`src/common/mqtr_pkg.sv`:
```
// package: offsets, field layout and constants of the queue transport registers
package mqtr_pkg;
	localparam logic [11:0] OFF_QUEUE_SELECT      = 12'h030;
	localparam logic [11:0] OFF_QUEUE_SIZE_LIMIT  = 12'h034;
	localparam logic [11:0] OFF_QUEUE_SIZE        = 12'h038;
	localparam logic [11:0] OFF_QUEUE_ENABLE      = 12'h044;
	localparam logic [11:0] OFF_QUEUE_KICK        = 12'h050;
	localparam logic [11:0] OFF_IRQ_PENDING       = 12'h060;
	localparam logic [11:0] OFF_IRQ_CLEAR         = 12'h064;
	localparam logic [11:0] OFF_DEVICE_STATE      = 12'h070;
	localparam logic [11:0] OFF_DESC_AREA_ADDR_LO = 12'h080;
	localparam logic [11:0] OFF_DESC_AREA_ADDR_HI = 12'h084;
	localparam logic [11:0] OFF_DRV_AREA_ADDR_LO  = 12'h090;
	localparam logic [11:0] OFF_DRV_AREA_ADDR_HI  = 12'h094;
	localparam logic [11:0] OFF_DEV_AREA_ADDR_LO  = 12'h0a0;
	localparam logic [11:0] OFF_DEV_AREA_ADDR_HI  = 12'h0a4;
	localparam logic [11:0] OFF_SHARED_REGION_SEL = 12'h0ac;
	// kick word layout with notification data
	localparam int KICK_QUEUE_LSB = 0;
	localparam int KICK_QUEUE_W   = 16;
	localparam int KICK_OFF_LSB   = 16;
	localparam int KICK_OFF_W     = 15;
	localparam int KICK_WRAP_BIT  = 31;
	// pending event bits
	localparam int IRQ_USED_BIT   = 0;
	localparam int IRQ_CONFIG_BIT = 1;
	localparam int IRQ_W          = 2;
	// reset word, default queue count and size limit, size width
	localparam logic [31:0] RST_WORD = 32'h0000_0000;
	localparam int DEF_QUEUES        = 4;
	localparam int DEF_SIZE_LIMIT    = 256;
	localparam int QSIZE_W           = 16;
endpackage

```
`src/design/mqtr_queue_store.sv`:
```
// per-queue configuration store: size, enable flag and three area addresses
`timescale 1ns/1ps
module mqtr_queue_store #(
	parameter int QUEUES = mqtr_pkg::DEF_QUEUES,
	parameter int SEL_W  = 2
) (
	// clock, reset, enable
	input  wire logic               clk,
	input  wire logic               rst_sync_n,
	input  wire logic               ce,
	// access
	input  wire logic [SEL_W-1:0]   sel,
	input  wire logic               sel_valid,
	input  wire logic               wr,
	input  wire logic [11:0]        addr,
	input  wire logic [31:0]        wdata,
	input  wire logic               dev_reset,
	// selected queue view
	output logic [15:0]             size_sel,
	output logic                    enable_sel,
	output logic [63:0]             desc_sel,
	output logic [63:0]             drv_sel,
	output logic [63:0]             dev_sel,
	output logic [QUEUES-1:0]       enable_all
);
	typedef struct packed {
		logic [QUEUES-1:0][15:0] size;
		logic [QUEUES-1:0]       enable;
		logic [QUEUES-1:0][63:0] desc;
		logic [QUEUES-1:0][63:0] drv;
		logic [QUEUES-1:0][63:0] dev;
	} mqtr_qstate_t;

	mqtr_qstate_t st;
	mqtr_qstate_t next_st;

	always_comb begin
		next_st = st;
		if (wr && sel_valid) begin
			case (addr)
				mqtr_pkg::OFF_QUEUE_SIZE: begin
					next_st.size[sel] = wdata[15:0];
				end
				mqtr_pkg::OFF_QUEUE_ENABLE: begin
					next_st.enable[sel] = wdata[0];
				end
				mqtr_pkg::OFF_DESC_AREA_ADDR_LO: begin
					next_st.desc[sel][31:0] = wdata;
				end
				mqtr_pkg::OFF_DESC_AREA_ADDR_HI: begin
					next_st.desc[sel][63:32] = wdata;
				end
				mqtr_pkg::OFF_DRV_AREA_ADDR_LO: begin
					next_st.drv[sel][31:0] = wdata;
				end
				mqtr_pkg::OFF_DRV_AREA_ADDR_HI: begin
					next_st.drv[sel][63:32] = wdata;
				end
				mqtr_pkg::OFF_DEV_AREA_ADDR_LO: begin
					next_st.dev[sel][31:0] = wdata;
				end
				mqtr_pkg::OFF_DEV_AREA_ADDR_HI: begin
					next_st.dev[sel][63:32] = wdata;
				end
				default: begin
				end
			endcase
		end
		// device reset drops every ready flag, addresses are kept
		if (dev_reset) begin
			next_st.enable = '0;
		end
	end

	always_ff @(posedge clk or negedge rst_sync_n) begin
		if (!rst_sync_n) begin
			st <= '0;
		end else if (ce) begin
			st <= next_st;
		end
	end

	// out-of-range selection reads as zero
	assign size_sel   = sel_valid ? st.size[sel] : 16'h0000;
	assign enable_sel = sel_valid ? st.enable[sel] : 1'b0;
	assign desc_sel   = sel_valid ? st.desc[sel] : 64'h0;
	assign drv_sel    = sel_valid ? st.drv[sel] : 64'h0;
	assign dev_sel    = sel_valid ? st.dev[sel] : 64'h0;
	assign enable_all = st.enable;
endmodule

```
`src/design/mqtr_regs.sv`:
```
// register bank of the memory-mapped queue transport
// Function
// queue select steers per-queue registers
// size limit reads max or zero
// store queue size per queue
// ready flag written and read back
// any kick write pulses notify
// notification data split 16/15/1
// pending bit 0 used buffer
// pending bit 1 configuration change
// clear mask acknowledges pending bits
// state register reads recorded flags
// non-zero state write sets flags
// zero state write resets device
// descriptor area address stored per queue
// driver area address stored per queue
// device area address stored per queue
// shared region select stored
// pending bits sticky until acknowledged
// reset clears pending and ready flags
// driver uses aligned 32-bit accesses
// registers little-endian
// interrupt high while any pending
// ignore read-only writes, write-only reads zero
`timescale 1ns/1ps
module mqtr_regs #(
	parameter int QUEUES     = mqtr_pkg::DEF_QUEUES,
	parameter int SIZE_LIMIT = mqtr_pkg::DEF_SIZE_LIMIT
) (
	// clock, reset, enable
	input  wire logic        clk,
	input  wire logic        rst_n,
	input  wire logic        ce,
	// register port
	input  wire logic        reg_wr,
	input  wire logic        reg_rd,
	input  wire logic [11:0] reg_addr,
	input  wire logic [31:0] reg_wdata,
	output logic [31:0]      reg_rdata,
	// device side events and options
	input  wire logic        used_event,
	input  wire logic        config_event,
	input  wire logic        notify_data_en,
	// notification out
	output logic             kick_valid,
	output logic [15:0]      kick_queue,
	output logic [14:0]      kick_next_off,
	output logic             kick_next_wrap,
	// queue and device state out
	output logic [QUEUES-1:0] queue_ready,
	output logic [31:0]      shared_region,
	output logic             dev_reset,
	output logic             irq
);
	localparam int SEL_W = (QUEUES > 1) ? $clog2(QUEUES) : 1;

	typedef struct packed {
		logic [31:0] qsel;
		logic [31:0] state;
		logic [31:0] shm_sel;
		logic [mqtr_pkg::IRQ_W-1:0] pending;
		logic [31:0] rdata;
		logic        kick_v;
		logic [15:0] kick_q;
		logic [14:0] kick_o;
		logic        kick_w;
		logic        dreset;
	} mqtr_state_t;

	mqtr_state_t st;
	mqtr_state_t next_st;
	logic [1:0]  rst_sync;

	logic        rst_sync_n;
	logic        sel_valid;
	logic [15:0] size_sel;
	logic        enable_sel;
	logic [63:0] desc_sel;
	logic [63:0] drv_sel;
	logic [63:0] dev_sel;
	logic        wr_zero_state;

	// reset release through two flops; only the second is used
	always_ff @(posedge clk or negedge rst_n) begin
		if (!rst_n) begin
			rst_sync <= 2'b00;
		end else begin
			rst_sync <= {rst_sync[0], 1'b1};
		end
	end
	assign rst_sync_n = rst_sync[1];

	// selection beyond the implemented queues addresses nothing
	assign sel_valid = (st.qsel < 32'(QUEUES));
	assign wr_zero_state = reg_wr && (reg_addr == mqtr_pkg::OFF_DEVICE_STATE)
		&& (reg_wdata == mqtr_pkg::RST_WORD);

	mqtr_queue_store #(
		.QUEUES (QUEUES),
		.SEL_W  (SEL_W)
	) u_store (
		.clk        (clk),
		.rst_sync_n (rst_sync_n),
		.ce         (ce),
		.sel        (st.qsel[SEL_W-1:0]),
		.sel_valid  (sel_valid),
		.wr         (reg_wr),
		.addr       (reg_addr),
		.wdata      (reg_wdata),
		.dev_reset  (wr_zero_state),
		.size_sel   (size_sel),
		.enable_sel (enable_sel),
		.desc_sel   (desc_sel),
		.drv_sel    (drv_sel),
		.dev_sel    (dev_sel),
		.enable_all (queue_ready)
	);

	// read value; write-only and unmapped words read zero
	function automatic logic [31:0] read_word(input logic [11:0] a,
		input logic v, input logic en, input logic [31:0] stat,
		input logic [mqtr_pkg::IRQ_W-1:0] pend);
		logic [31:0] r;
		r = 32'h0000_0000;
		case (a)
			mqtr_pkg::OFF_QUEUE_SIZE_LIMIT: begin
				r = v ? 32'(SIZE_LIMIT) : 32'h0000_0000;
			end
			mqtr_pkg::OFF_QUEUE_ENABLE: begin
				r = {31'h0, en};
			end
			mqtr_pkg::OFF_IRQ_PENDING: begin
				r = {30'h0, pend};
			end
			mqtr_pkg::OFF_DEVICE_STATE: begin
				r = stat;
			end
			default: begin
				r = 32'h0000_0000;
			end
		endcase
		return r;
	endfunction

	always_comb begin
		next_st = st;
		next_st.kick_v = 1'b0;
		next_st.dreset = 1'b0;
		// bit 0 of the bus is bit 0 of the word: little-endian lanes
		if (reg_rd) begin
			next_st.rdata = read_word(reg_addr, sel_valid, enable_sel,
				st.state, st.pending);
		end
		if (reg_wr) begin
			case (reg_addr)
				mqtr_pkg::OFF_QUEUE_SELECT: begin
					next_st.qsel = reg_wdata;
				end
				mqtr_pkg::OFF_QUEUE_KICK: begin
					next_st.kick_v = 1'b1;
					if (notify_data_en) begin
						next_st.kick_q = reg_wdata[mqtr_pkg::KICK_QUEUE_LSB
							+: mqtr_pkg::KICK_QUEUE_W];
						next_st.kick_o = reg_wdata[mqtr_pkg::KICK_OFF_LSB
							+: mqtr_pkg::KICK_OFF_W];
						next_st.kick_w = reg_wdata[mqtr_pkg::KICK_WRAP_BIT];
					end else begin
						// plain queue index; upper bits beyond 16 are dropped
						next_st.kick_q = reg_wdata[15:0];
						next_st.kick_o = 15'h0000;
						next_st.kick_w = 1'b0;
					end
				end
				mqtr_pkg::OFF_DEVICE_STATE: begin
					if (reg_wdata != mqtr_pkg::RST_WORD) begin
						next_st.state = reg_wdata;
					end
				end
				mqtr_pkg::OFF_SHARED_REGION_SEL: begin
					next_st.shm_sel = reg_wdata;
				end
				default: begin
					// read-only and unmapped words take no write
				end
			endcase
		end
		// acknowledge first, new events after: a set wins over a clear
		if (reg_wr && reg_addr == mqtr_pkg::OFF_IRQ_CLEAR) begin
			next_st.pending = st.pending & ~reg_wdata[1:0];
		end
		if (wr_zero_state) begin
			next_st.state = mqtr_pkg::RST_WORD;
			next_st.pending = '0;
			next_st.qsel = 32'h0;
			next_st.dreset = 1'b1;
		end
		if (used_event) begin
			next_st.pending[mqtr_pkg::IRQ_USED_BIT] = 1'b1;
		end
		if (config_event) begin
			next_st.pending[mqtr_pkg::IRQ_CONFIG_BIT] = 1'b1;
		end
	end

	always_ff @(posedge clk or negedge rst_sync_n) begin
		if (!rst_sync_n) begin
			st <= '0;
		end else if (ce) begin
			st <= next_st;
		end
	end

	assign reg_rdata      = st.rdata;
	assign kick_valid     = st.kick_v;
	assign kick_queue     = st.kick_q;
	assign kick_next_off  = st.kick_o;
	assign kick_next_wrap = st.kick_w;
	assign shared_region  = st.shm_sel;
	assign dev_reset      = st.dreset;
	assign irq            = |st.pending;

	property p_irq_follows;
		@(posedge clk) disable iff (!rst_sync_n)
		(ce && (used_event || config_event)) |=> irq;
	endproperty
	a_irq_follows: assert property (p_irq_follows)
		else $error("irq does not follow pending bits");

	property p_used_sticky;
		@(posedge clk) disable iff (!rst_sync_n)
		(ce && used_event) |=> st.pending[mqtr_pkg::IRQ_USED_BIT];
	endproperty
	a_used_sticky: assert property (p_used_sticky)
		else $error("used event not recorded");

	property p_config_sticky;
		@(posedge clk) disable iff (!rst_sync_n)
		(ce && config_event) |=> st.pending[mqtr_pkg::IRQ_CONFIG_BIT];
	endproperty
	a_config_sticky: assert property (p_config_sticky)
		else $error("config event not recorded");

	property p_hold_pending;
		@(posedge clk) disable iff (!rst_sync_n)
		(ce && !(reg_wr && (reg_addr == mqtr_pkg::OFF_IRQ_CLEAR
			|| reg_addr == mqtr_pkg::OFF_DEVICE_STATE)))
		|=> (st.pending & $past(st.pending)) == $past(st.pending);
	endproperty
	a_hold_pending: assert property (p_hold_pending)
		else $error("pending bit dropped without acknowledge");

	property p_ack_clears;
		@(posedge clk) disable iff (!rst_sync_n)
		(ce && reg_wr && reg_addr == mqtr_pkg::OFF_IRQ_CLEAR
			&& reg_wdata[0] && !used_event && !wr_zero_state)
		|=> !st.pending[mqtr_pkg::IRQ_USED_BIT];
	endproperty
	a_ack_clears: assert property (p_ack_clears)
		else $error("acknowledge did not clear bit 0");

	property p_zero_reset;
		@(posedge clk) disable iff (!rst_sync_n)
		(ce && wr_zero_state) |=> dev_reset && (st.state == 32'h0)
			##1 (ce -> queue_ready == '0);
	endproperty
	a_zero_reset: assert property (p_zero_reset)
		else $error("zero state write did not reset");

	property p_state_set;
		@(posedge clk) disable iff (!rst_sync_n)
		(ce && reg_wr && reg_addr == mqtr_pkg::OFF_DEVICE_STATE
			&& reg_wdata != 32'h0) |=> st.state == $past(reg_wdata);
	endproperty
	a_state_set: assert property (p_state_set)
		else $error("state write not stored");

	property p_kick_pulse;
		@(posedge clk) disable iff (!rst_sync_n)
		(ce && reg_wr && reg_addr == mqtr_pkg::OFF_QUEUE_KICK)
		|=> kick_valid && kick_queue == $past(reg_wdata[15:0]);
	endproperty
	a_kick_pulse: assert property (p_kick_pulse)
		else $error("kick not signalled");

	property p_limit_read;
		@(posedge clk) disable iff (!rst_sync_n)
		(ce && reg_rd && reg_addr == mqtr_pkg::OFF_QUEUE_SIZE_LIMIT
			&& !sel_valid) |=> reg_rdata == 32'h0;
	endproperty
	a_limit_read: assert property (p_limit_read)
		else $error("unavailable queue limit not zero");

	property p_irq_drop;
		@(posedge clk) disable iff (!rst_sync_n)
		(ce && reg_wr && reg_addr == mqtr_pkg::OFF_IRQ_CLEAR
			&& (st.pending & ~reg_wdata[1:0]) == '0
			&& !used_event && !config_event) |=> !irq;
	endproperty
	a_irq_drop: assert property (p_irq_drop)
		else $error("irq still high after full acknowledge");

	property p_size_store;
		@(posedge clk) disable iff (!rst_sync_n)
		(ce && reg_wr && sel_valid
			&& reg_addr == mqtr_pkg::OFF_QUEUE_SIZE)
		|=> size_sel == $past(reg_wdata[15:0]);
	endproperty
	a_size_store: assert property (p_size_store)
		else $error("queue size not stored");

	property p_enable_store;
		@(posedge clk) disable iff (!rst_sync_n)
		(ce && reg_wr && sel_valid
			&& reg_addr == mqtr_pkg::OFF_QUEUE_ENABLE)
		|=> enable_sel == $past(reg_wdata[0]);
	endproperty
	a_enable_store: assert property (p_enable_store)
		else $error("ready flag not stored");

	property p_desc_store;
		@(posedge clk) disable iff (!rst_sync_n)
		(ce && reg_wr && sel_valid
			&& reg_addr == mqtr_pkg::OFF_DESC_AREA_ADDR_LO)
		|=> desc_sel[31:0] == $past(reg_wdata);
	endproperty
	a_desc_store: assert property (p_desc_store)
		else $error("descriptor area low word not stored");

	property p_drv_store;
		@(posedge clk) disable iff (!rst_sync_n)
		(ce && reg_wr && sel_valid
			&& reg_addr == mqtr_pkg::OFF_DRV_AREA_ADDR_HI)
		|=> drv_sel[63:32] == $past(reg_wdata);
	endproperty
	a_drv_store: assert property (p_drv_store)
		else $error("driver area high word not stored");

	property p_dev_store;
		@(posedge clk) disable iff (!rst_sync_n)
		(ce && reg_wr && sel_valid
			&& reg_addr == mqtr_pkg::OFF_DEV_AREA_ADDR_LO)
		|=> dev_sel[31:0] == $past(reg_wdata);
	endproperty
	a_dev_store: assert property (p_dev_store)
		else $error("device area low word not stored");

	property p_kick_data;
		@(posedge clk) disable iff (!rst_sync_n)
		(ce && reg_wr && notify_data_en
			&& reg_addr == mqtr_pkg::OFF_QUEUE_KICK)
		|=> kick_next_off == $past(reg_wdata[30:16])
			&& kick_next_wrap == $past(reg_wdata[31]);
	endproperty
	a_kick_data: assert property (p_kick_data)
		else $error("notification data fields misdecoded");

	property p_region_store;
		@(posedge clk) disable iff (!rst_sync_n)
		(ce && reg_wr && reg_addr == mqtr_pkg::OFF_SHARED_REGION_SEL)
		|=> shared_region == $past(reg_wdata);
	endproperty
	a_region_store: assert property (p_region_store)
		else $error("shared region select not stored");
endmodule

```
`config.mk`:
```
export PLATFORM = sky130hd
export DESIGN_NAME = mqtr_regs
export DESIGN_NICKNAME = d
export VERILOG_FILES = /design/src/common/mqtr_pkg.sv /design/src/design/mqtr_queue_store.sv /design/src/design/mqtr_regs.sv
export SDC_FILE = /design/constraint.sdc
export NUM_CORES = 1
export LEC_CHECK = 0
export BUFFER_PORTS_ARGS = -buffer_cell sky130_fd_sc_hd__buf_2
export CORE_MARGIN = 5
export CORE_UTILIZATION = 39
export CTS_BUF_LIST = sky130_fd_sc_hd__clkbuf_2
export DETAILED_ROUTE_END_ITERATION = 12
export GPL_ROUTABILITY_DRIVEN = 0
export HOLD_SLACK_MARGIN = 0.12
export PLACE_DENSITY = 0.6
export SLEW_MARGIN = 0
export SYNTH_ARGS = -nofsm -noshare
export SYNTH_HDL_FRONTEND = slang
export SYNTH_SLANG_ARGS = --single-unit
```
`constraint.sdc`:
```
create_clock -name clk -period 15.4 [get_ports clk]
set_input_delay 0 -clock clk [delete_from_list [all_inputs] [get_ports clk]]
set_output_delay 0 -clock clk [all_outputs]
set_load 0.02 [all_outputs]
```
==> reports/results.ini, run 1 <==
[power]
peakVddDrop_mv = 0.04011
power.total_mw = 0.7894
p_int_mw = 0.5656
swShare = 0.2836
netSwitchingPower_mw = 0.2238
pwr-share-clk = 0.349
p_seq_frac = 0.570
total_leakage_power_nw = 4.995
comb_power_share = 0.081
powerDensity_nw_per_um2 = 80.41

[final_layout]
nNetsFinal = 953
instances_no_fill = 1180
fin_util = 0.4995
final_cell_mix = dfrtp_1, buf_2, nand2_1, dlygate4sd3_1, mux2_2
finalInstanceArea_um2 = 9817
fillers = 1860
final_common_cell = dfrtp_1
area.growth.synth_to_final_pct = 25.20
drive_above_1_share = 0.2965

[clock_tree]
ctsResizeCount = 0
cts_root_buf = clkbuf_2
cts_tree = built
cts_sinks = 170
numCtsBuffers = 17
cts_buffer_depth = 2
path_clk_slew_ns = 0.29
clk_latency_ns = 0.78
h-tree-depth = 4

[worst_setup_path]
reg2reg_depth = 2
critPathMostFrequentCell = dlygate4sd3_1
crit_family = buffers and inverters
worstPathRequired_ns = 16.13
reg2reg_from = rst_sync[1]$_DFF_PN0_
path_cells = dlygate4sd3_1, buf_2, nor4_1, dlygate4sd3_1, nand4_1, dlygate4sd3_1, o41ai_4, dlygate4sd3_1, buf_4, mux2i_1, dlygate4sd3_1
crit_path_start_kind = primary input
cp.buffers_inverters = 7
cp.depth = 11
critical_path.max_stage_delay_ns = 0.63
r2r-end = u_store.enable_all[0]$_DFFE_PN0P_
crit_slowest_cell = dlygate4sd3_1
reg2reg_slack_ns = 13.05
cp_max_fo = 32
worstPathArrival_ns = 4.42
cp-end-kind = register
crit_type = primary input to register

[detailed_routing]
detail_route.wl_per_cell_um = 18.11
wl_um = 21370
viasPerCell = 4.842
drtIter0Drc = 306
ant_nets = 0
dr_total_vias = 5713
dr.pass1.iters = 5
drc = 0

[floorplanning]
die_x_um = 151.8
die_h_um = 151.8
die_area_um2 = 23040
core-area_um2 = 19650
io_pins = 155
initial_core_util = 0.3990
num_rows = 51

[placed_design]
placed_cell_area_um2 = 8153
dp_hpwl_um = 12830
post-place-cells = 1013
portBuffers = 154

[global_route]
overflow = 0
first_global_vias = 5952
grt_antenna_before_repair = 1
grt_start_max_net_pins = 77
grt_pass1_wl_um = 33510
grt_usage = 0.1912

[logic_synthesis]
yosys.area_share.adder = 0
syn_area_um2 = 7841
synthMuxAreaShare = 0.1596
ys_seq_area_frac = 0.5425
ys_ff_latch = 170
syn_inst = 714
yosys_warnings = 0
synth_top_family_by_area = multiplexers
synth_area_per_cell_um2 = 10.98
syn_nets = 766
synthFlopType = dfrtp_1
synth_edf_count = 0
synth_simple_gate_area_share = 0.1214
synth-async-reset-ratio = 1.000
yosysUniqueCellTypes = 37
synth-compound-area-share = 0.05090
synth_xor_xnor_area_share = 0

[timing]
finalCritPeriodShare = 0.2398
max_freq_mhz = 270.8
final_hold_viol_count = 0
setup_violations = 0
rsz0062_at_grt = no
slew_viol_final = 0
worst_pin_slew_ns = 1.016
skew_ns = 0.03941
finalSetupTns_ns = 0
max-slew-margin-rel = 0.3206
period_needed_ns = 3.692

[min_path]
hold_path_class = register to asynchronous set/reset pin

[flow_run]
cap_viol_max_count = 0

[status]
status = finished clean

-- sequential cells by signal, summed over array words and instances (netlist names) --
| name | flops |
|---|---|
| dev_reset | 1 |
| kick_next_off | 15 |
| kick_next_wrap | 1 |
| kick_queue | 16 |
| kick_valid | 1 |
| reg_rdata | 32 |
| rst_sync | 2 |
| shared_region | 32 |
| st | 66 |
| u_store.enable_all | 4 |
-- layer usage --
| metal | GRT usage | vias up | share of wire |
|---|---|---|---|
| met2 | 0.2940 | 162 | 0.45 |
| met4 | 0.04403 | 0 | 0.0085 |
| met3 | 0.04521 | 14 | 0.060 |
| met5 | 0 | - | 0 |
| li1 | - | 2705 | - |
| met1 | 0.2758 | 2832 | 0.49 |
-- Yosys cell counts, drive strengths merged, types with 5 or more instances --
cell type    n  area [µm²]
o41ai        5       62.56
buf        105       774.5
inv         33       123.9
nand2      134       503.0
nor2         5       18.77
mux2        78       878.4
dfrtp      170        4254
mux2i       35       350.3
nand4       16       100.1
clkbuf      22       82.58
nor3         5       25.02
nor4        16       100.1
o21ai       57       285.3
-- layout make-up --
class,count,area (µm²),share of cell area
inverters,33,123.9,0.01262
multi-input cells,384,2616,0.2665
clock buffers,17,85.08,0.008667
flip-flops and latches,170,4258,0.4337
repair buffers,295,2175,0.2215
well taps,265,331.6,0.03378
clock inverters,15,225.2,0.02294
diodes,1,2.502,0.0002549
-- cells by family after synthesis --
group / count (synthesis)
AOI/OAI and AO/OA: 68
buffers and inverters: 160
DFF: 170
muxes: 114
other: 1
and+or+nand+nor: 201
-- metrics by stage --
stage / hold slack (ns) / worst slack (ns)
after floorplan: -0.2956 / 10.31
final: 0.2019 / 11.71
after CTS: 0.1290 / 11.90
after detailed placement: -0.1980 / 12.89
after global routing: 0.1662 / 11.60
after global placement: -0.1979 / 12.91
-- worst max-delay path by stage --
| stage | slack, ns | end | startpoint |
|---|---|---|---|
| finish | 11.71 | st[132]$_DFFE_PN0P_ | reg_wdata[4] |
| global route | 11.60 | st[132]$_DFFE_PN0P_ | reg_wdata[4] |
| CTS | 11.90 | st[132]$_DFFE_PN0P_ | reg_wdata[4] |
| detailed placement | 12.89 | st[137]$_DFFE_PN0P_ | reg_wr |
| global placement | 12.91 | kick_next_off[10]$_DFFE_PN0P_ | rst_sync[1]$_DFF_PN0_ |
| floorplan | 10.31 | dev_reset$_DFFE_PN0P_ | rst_sync[1]$_DFF_PN0_ |
-- power by group through the flow --
stage / sequential, mW / clock [mW] / combinational, mW
floorplan: 0.463 / 0 / 0.0124
global placement: 0.457 / 0 / 0.0399
detailed placement: 0.457 / 0 / 0.0398
CTS: 0.451 / 0.286 / 0.0636
global route: 0.451 / 0.303 / 0.0695
finish: 0.450 / 0.275 / 0.0637
-- repair_timing --
item	CTS	global route
hold endpoints to repair	170	1
buffers inserted	0	0
setup endpoints to repair	0	0
hold buffers	133	1
Note: power is estimated with default switching activity, not from simulation.
==> run 2: changes to the inputs <==
PLACE_DENSITY = 0.62   (was 0.6)
clock period = 3.3 ns   (was 15.4 ns; I/O delays follow)
==> run 2 against run 1 <==
Net effect: largest power group unchanged; utilization rose by 0.11 points; cell count rose by 1.0%; global-route usage barely moved; non-clock buffer count rose by 12; critical endpoint is now st[144]$_DFFE_PN0P_; power rose to 4.4 times the previous value; highest routed layer unchanged; final area rose by 0.23%; wire length fell by 0.24%; sequential cell count did not move; sequential power rose to 4.7 times the previous value; largest cell class unchanged; die area did not move; clock skew rose by 0.0013 ns; critical path depth did not move.
==> reports/results.ini, run 2 (same netlist as run 1, synthesis figures left out) <==
[floorplanning]
die_area_um2 = 23040  ; unchanged
num_rows = 51  ; unchanged
io_pins = 155  ; unchanged
die_h_um = 151.8  ; unchanged
core-area_um2 = 19650  ; unchanged
initial_core_util = 0.3990  ; unchanged
die_x_um = 151.8  ; unchanged

[detailed_routing]
wl_um = 21320  ; -0.24%
viasPerCell = 4.819  ; -0.47%
detail_route.wl_per_cell_um = 17.89  ; -1.2%
drtIter0Drc = 331  ; +8.2%
ant_nets = 0  ; unchanged
dr_total_vias = 5744  ; +0.54%
drc = 0  ; unchanged
dr.pass1.iters = 6  ; +1

[worst_setup_path]
crit_family = buffers and inverters
path_cells = dlygate4sd3_1, dlygate4sd3_1, buf_2, nor4b_2, dlygate4sd3_1, nand4_1, buf_4, o41ai_4, buf_8, mux2i_1, dlygate4sd3_1
cp_max_fo = 23  ; -28%
critical_path.max_stage_delay_ns = 0.57  ; -0.06 ns
worstPathArrival_ns = 3.86  ; -0.56 ns
cp.buffers_inverters = 7  ; unchanged
crit_path_start_kind = primary input
cp-end-kind = register
crit_type = primary input to register
worstPathRequired_ns = 3.99  ; -12.14 ns
critPathMostFrequentCell = dlygate4sd3_1
crit_slowest_cell = dlygate4sd3_1

[final_layout]
final_cell_mix = dfrtp_1, buf_2, dlygate4sd3_1
fin_util = 0.5006  ; +0.001146
instances_no_fill = 1192  ; +1.0%
area.growth.synth_to_final_pct = 25.48
largest_register_ffs = 66  ; unchanged
regMostFlops = st
finalInstanceArea_um2 = 9839  ; +0.23%
final_common_cell = dfrtp_1
nNetsFinal = 965  ; +1.3%
drive_above_1_share = 0.2970  ; +0.0004773

[clock_tree]
h-tree-depth = 4  ; unchanged
cts_buffer_depth = 2  ; unchanged
numCtsBuffers = 17  ; unchanged
cts_tree = built
cts_sinks = 170  ; unchanged
path_clk_slew_ns = 0.25  ; -0.04 ns
cts_root_buf = clkbuf_2
clk_latency_ns = 0.74  ; -0.04 ns

[power]
comb_power_share = 0.084  ; +0.003
total_leakage_power_nw = 4.968  ; -0.54%
powerDensity_nw_per_um2 = 349.6  ; +330%
pwr-share-clk = 0.303  ; -0.046
swShare = 0.2837  ; about the same
p_int_mw = 2.464  ; +340%
peakVddDrop_mv = 0.1646  ; +310%
p_seq_frac = 0.613  ; +0.043
netSwitchingPower_mw = 0.9757  ; +340%

[timing]
rsz0062_at_grt = no
skew_ns = 0.04070  ; +0.001288 ns
finalCritPeriodShare = 0.9617
max_freq_mhz = 315.1
finalSetupTns_ns = 0  ; unchanged
setup_violations = 0  ; unchanged
period_needed_ns = 3.173
worst_pin_slew_ns = 1.004  ; -0.01108 ns
max-slew-margin-rel = 0.3280  ; +0.007411
final_hold_viol_count = 0  ; unchanged
slew_viol_final = 0  ; unchanged
hold_ws_ns = 0.2175  ; +0.01558 ns

[status]
status = finished clean

[global_route]
first_global_vias = 5859  ; -1.6%
grt_antenna_before_repair = 1  ; unchanged
grt_start_max_net_pins = 74  ; -3.9%
grt_usage = 0.1913  ; about the same
grt_pass1_wl_um = 33360  ; -0.45%
overflow = 0  ; unchanged

[placed_design]
dp_hpwl_um = 13050  ; +1.8%
post-place-cells = 1017  ; +0.39%
portBuffers = 154  ; unchanged
placed_cell_area_um2 = 8195  ; +0.52%

[flow_run]
cap_viol_max_count = 0  ; unchanged

[min_path]
hold_path_class = primary input to register

[run 2: changes by cell type in the layout (fill, tap and decap cells not counted), sizes merged]
cell / delta
bufinv: -2
dlygate4sd3: +8
buf: +4
clkbuf: +1
inv: +3
clkinv: -2
[run 2: through the flow]
step / setup WS, ns / power [mW]
2_1_floorplan: 0.4896 / 2.217
3_3_place_gp: 0.9660 / 2.320
3_5_place_dp: 0.9475 / 2.320
4_1_cts: 0.03990 / 3.492
5_1_grt: 0.04553 / 3.602
6_report: 0.1265 / 3.439
[run 2: repair_timing]
action	in CTS	in global routing
endpoints found under the setup margin	0	10
hold buffers	141	0
endpoints found under the hold margin	170	0
setup buffers	0	1
resized for setup	0	3
[run 2: area by class of cell]
type / instances / area, µm²
fill: 1850 / 9814
sequential: 170 / 4258
multi-input combinational: 384 / 2616
timing repair buffer: 307 / 2292
tap: 265 / 331.6
clock inverter: 14 / 125.1
inverter: 33 / 123.9
clock buffer: 18 / 90.09
antenna: 1 / 2.502
[run 2: power by group through the flow]
stage	Combinational, mW	Sequential (mW)	Clock, mW
2_1_floorplan	0.0580	2.16	0
3_3_place_gp	0.175	2.14	0
3_5_place_dp	0.175	2.14	0
4_1_cts	0.289	2.11	1.09
5_1_grt	0.315	2.11	1.17
6_report	0.289	2.11	1.04
[run 2: path summary, 6_finish.rpt]
| check | from | end | slack, ns | cells after the start |
|---|---|---|---|---|
| min reg2reg | rst_sync[1]$_DFF_PN0_ | st[161]$_DFFE_PN0P_ | 0.39 | 0 |
| min in group asynchronous | rst_sync[1]$_DFF_PN0_ | st[161]$_DFFE_PN0P_ | 0.39 | 0 |
| max reg2reg | st[132]$_DFFE_PN0P_ | reg_rdata[0]$_DFFE_PN0P_ | 1.03 | 5 |
| max in group asynchronous | rst_sync[1]$_DFF_PN0_ | shared_region[20]$_DFFE_PN0P_ | 1.90 | 1 |
| min | reg_wdata[9] | st[141]$_DFFE_PN0P_ | 0.22 | 4 |
| max | reg_wdata[11] | st[144]$_DFFE_PN0P_ | 0.13 | 11 |
[run 2: layer usage]
layer | global-route usage | share of wire | vias up | routed length, µm
met5 | 0 | 0 | - | 0
met4 | 0.04537 | 0.0083 | 0 | 176
met3 | 0.03926 | 0.051 | 12 | 1087
met2 | 0.2998 | 0.46 | 147 | 9885
met1 | 0.2742 | 0.48 | 2859 | 10170
li1 | - | - | 2726 | -
[run 2: worst register-to-register path, stage by stage (launching register included)]
cell and delay, ns:
dfrtp_1 0.47, mux4_2 0.52, nand3_1 0.09, dlygate4sd3_1 0.54, o21ai_0 0.06, dlygate4sd3_1 0.56
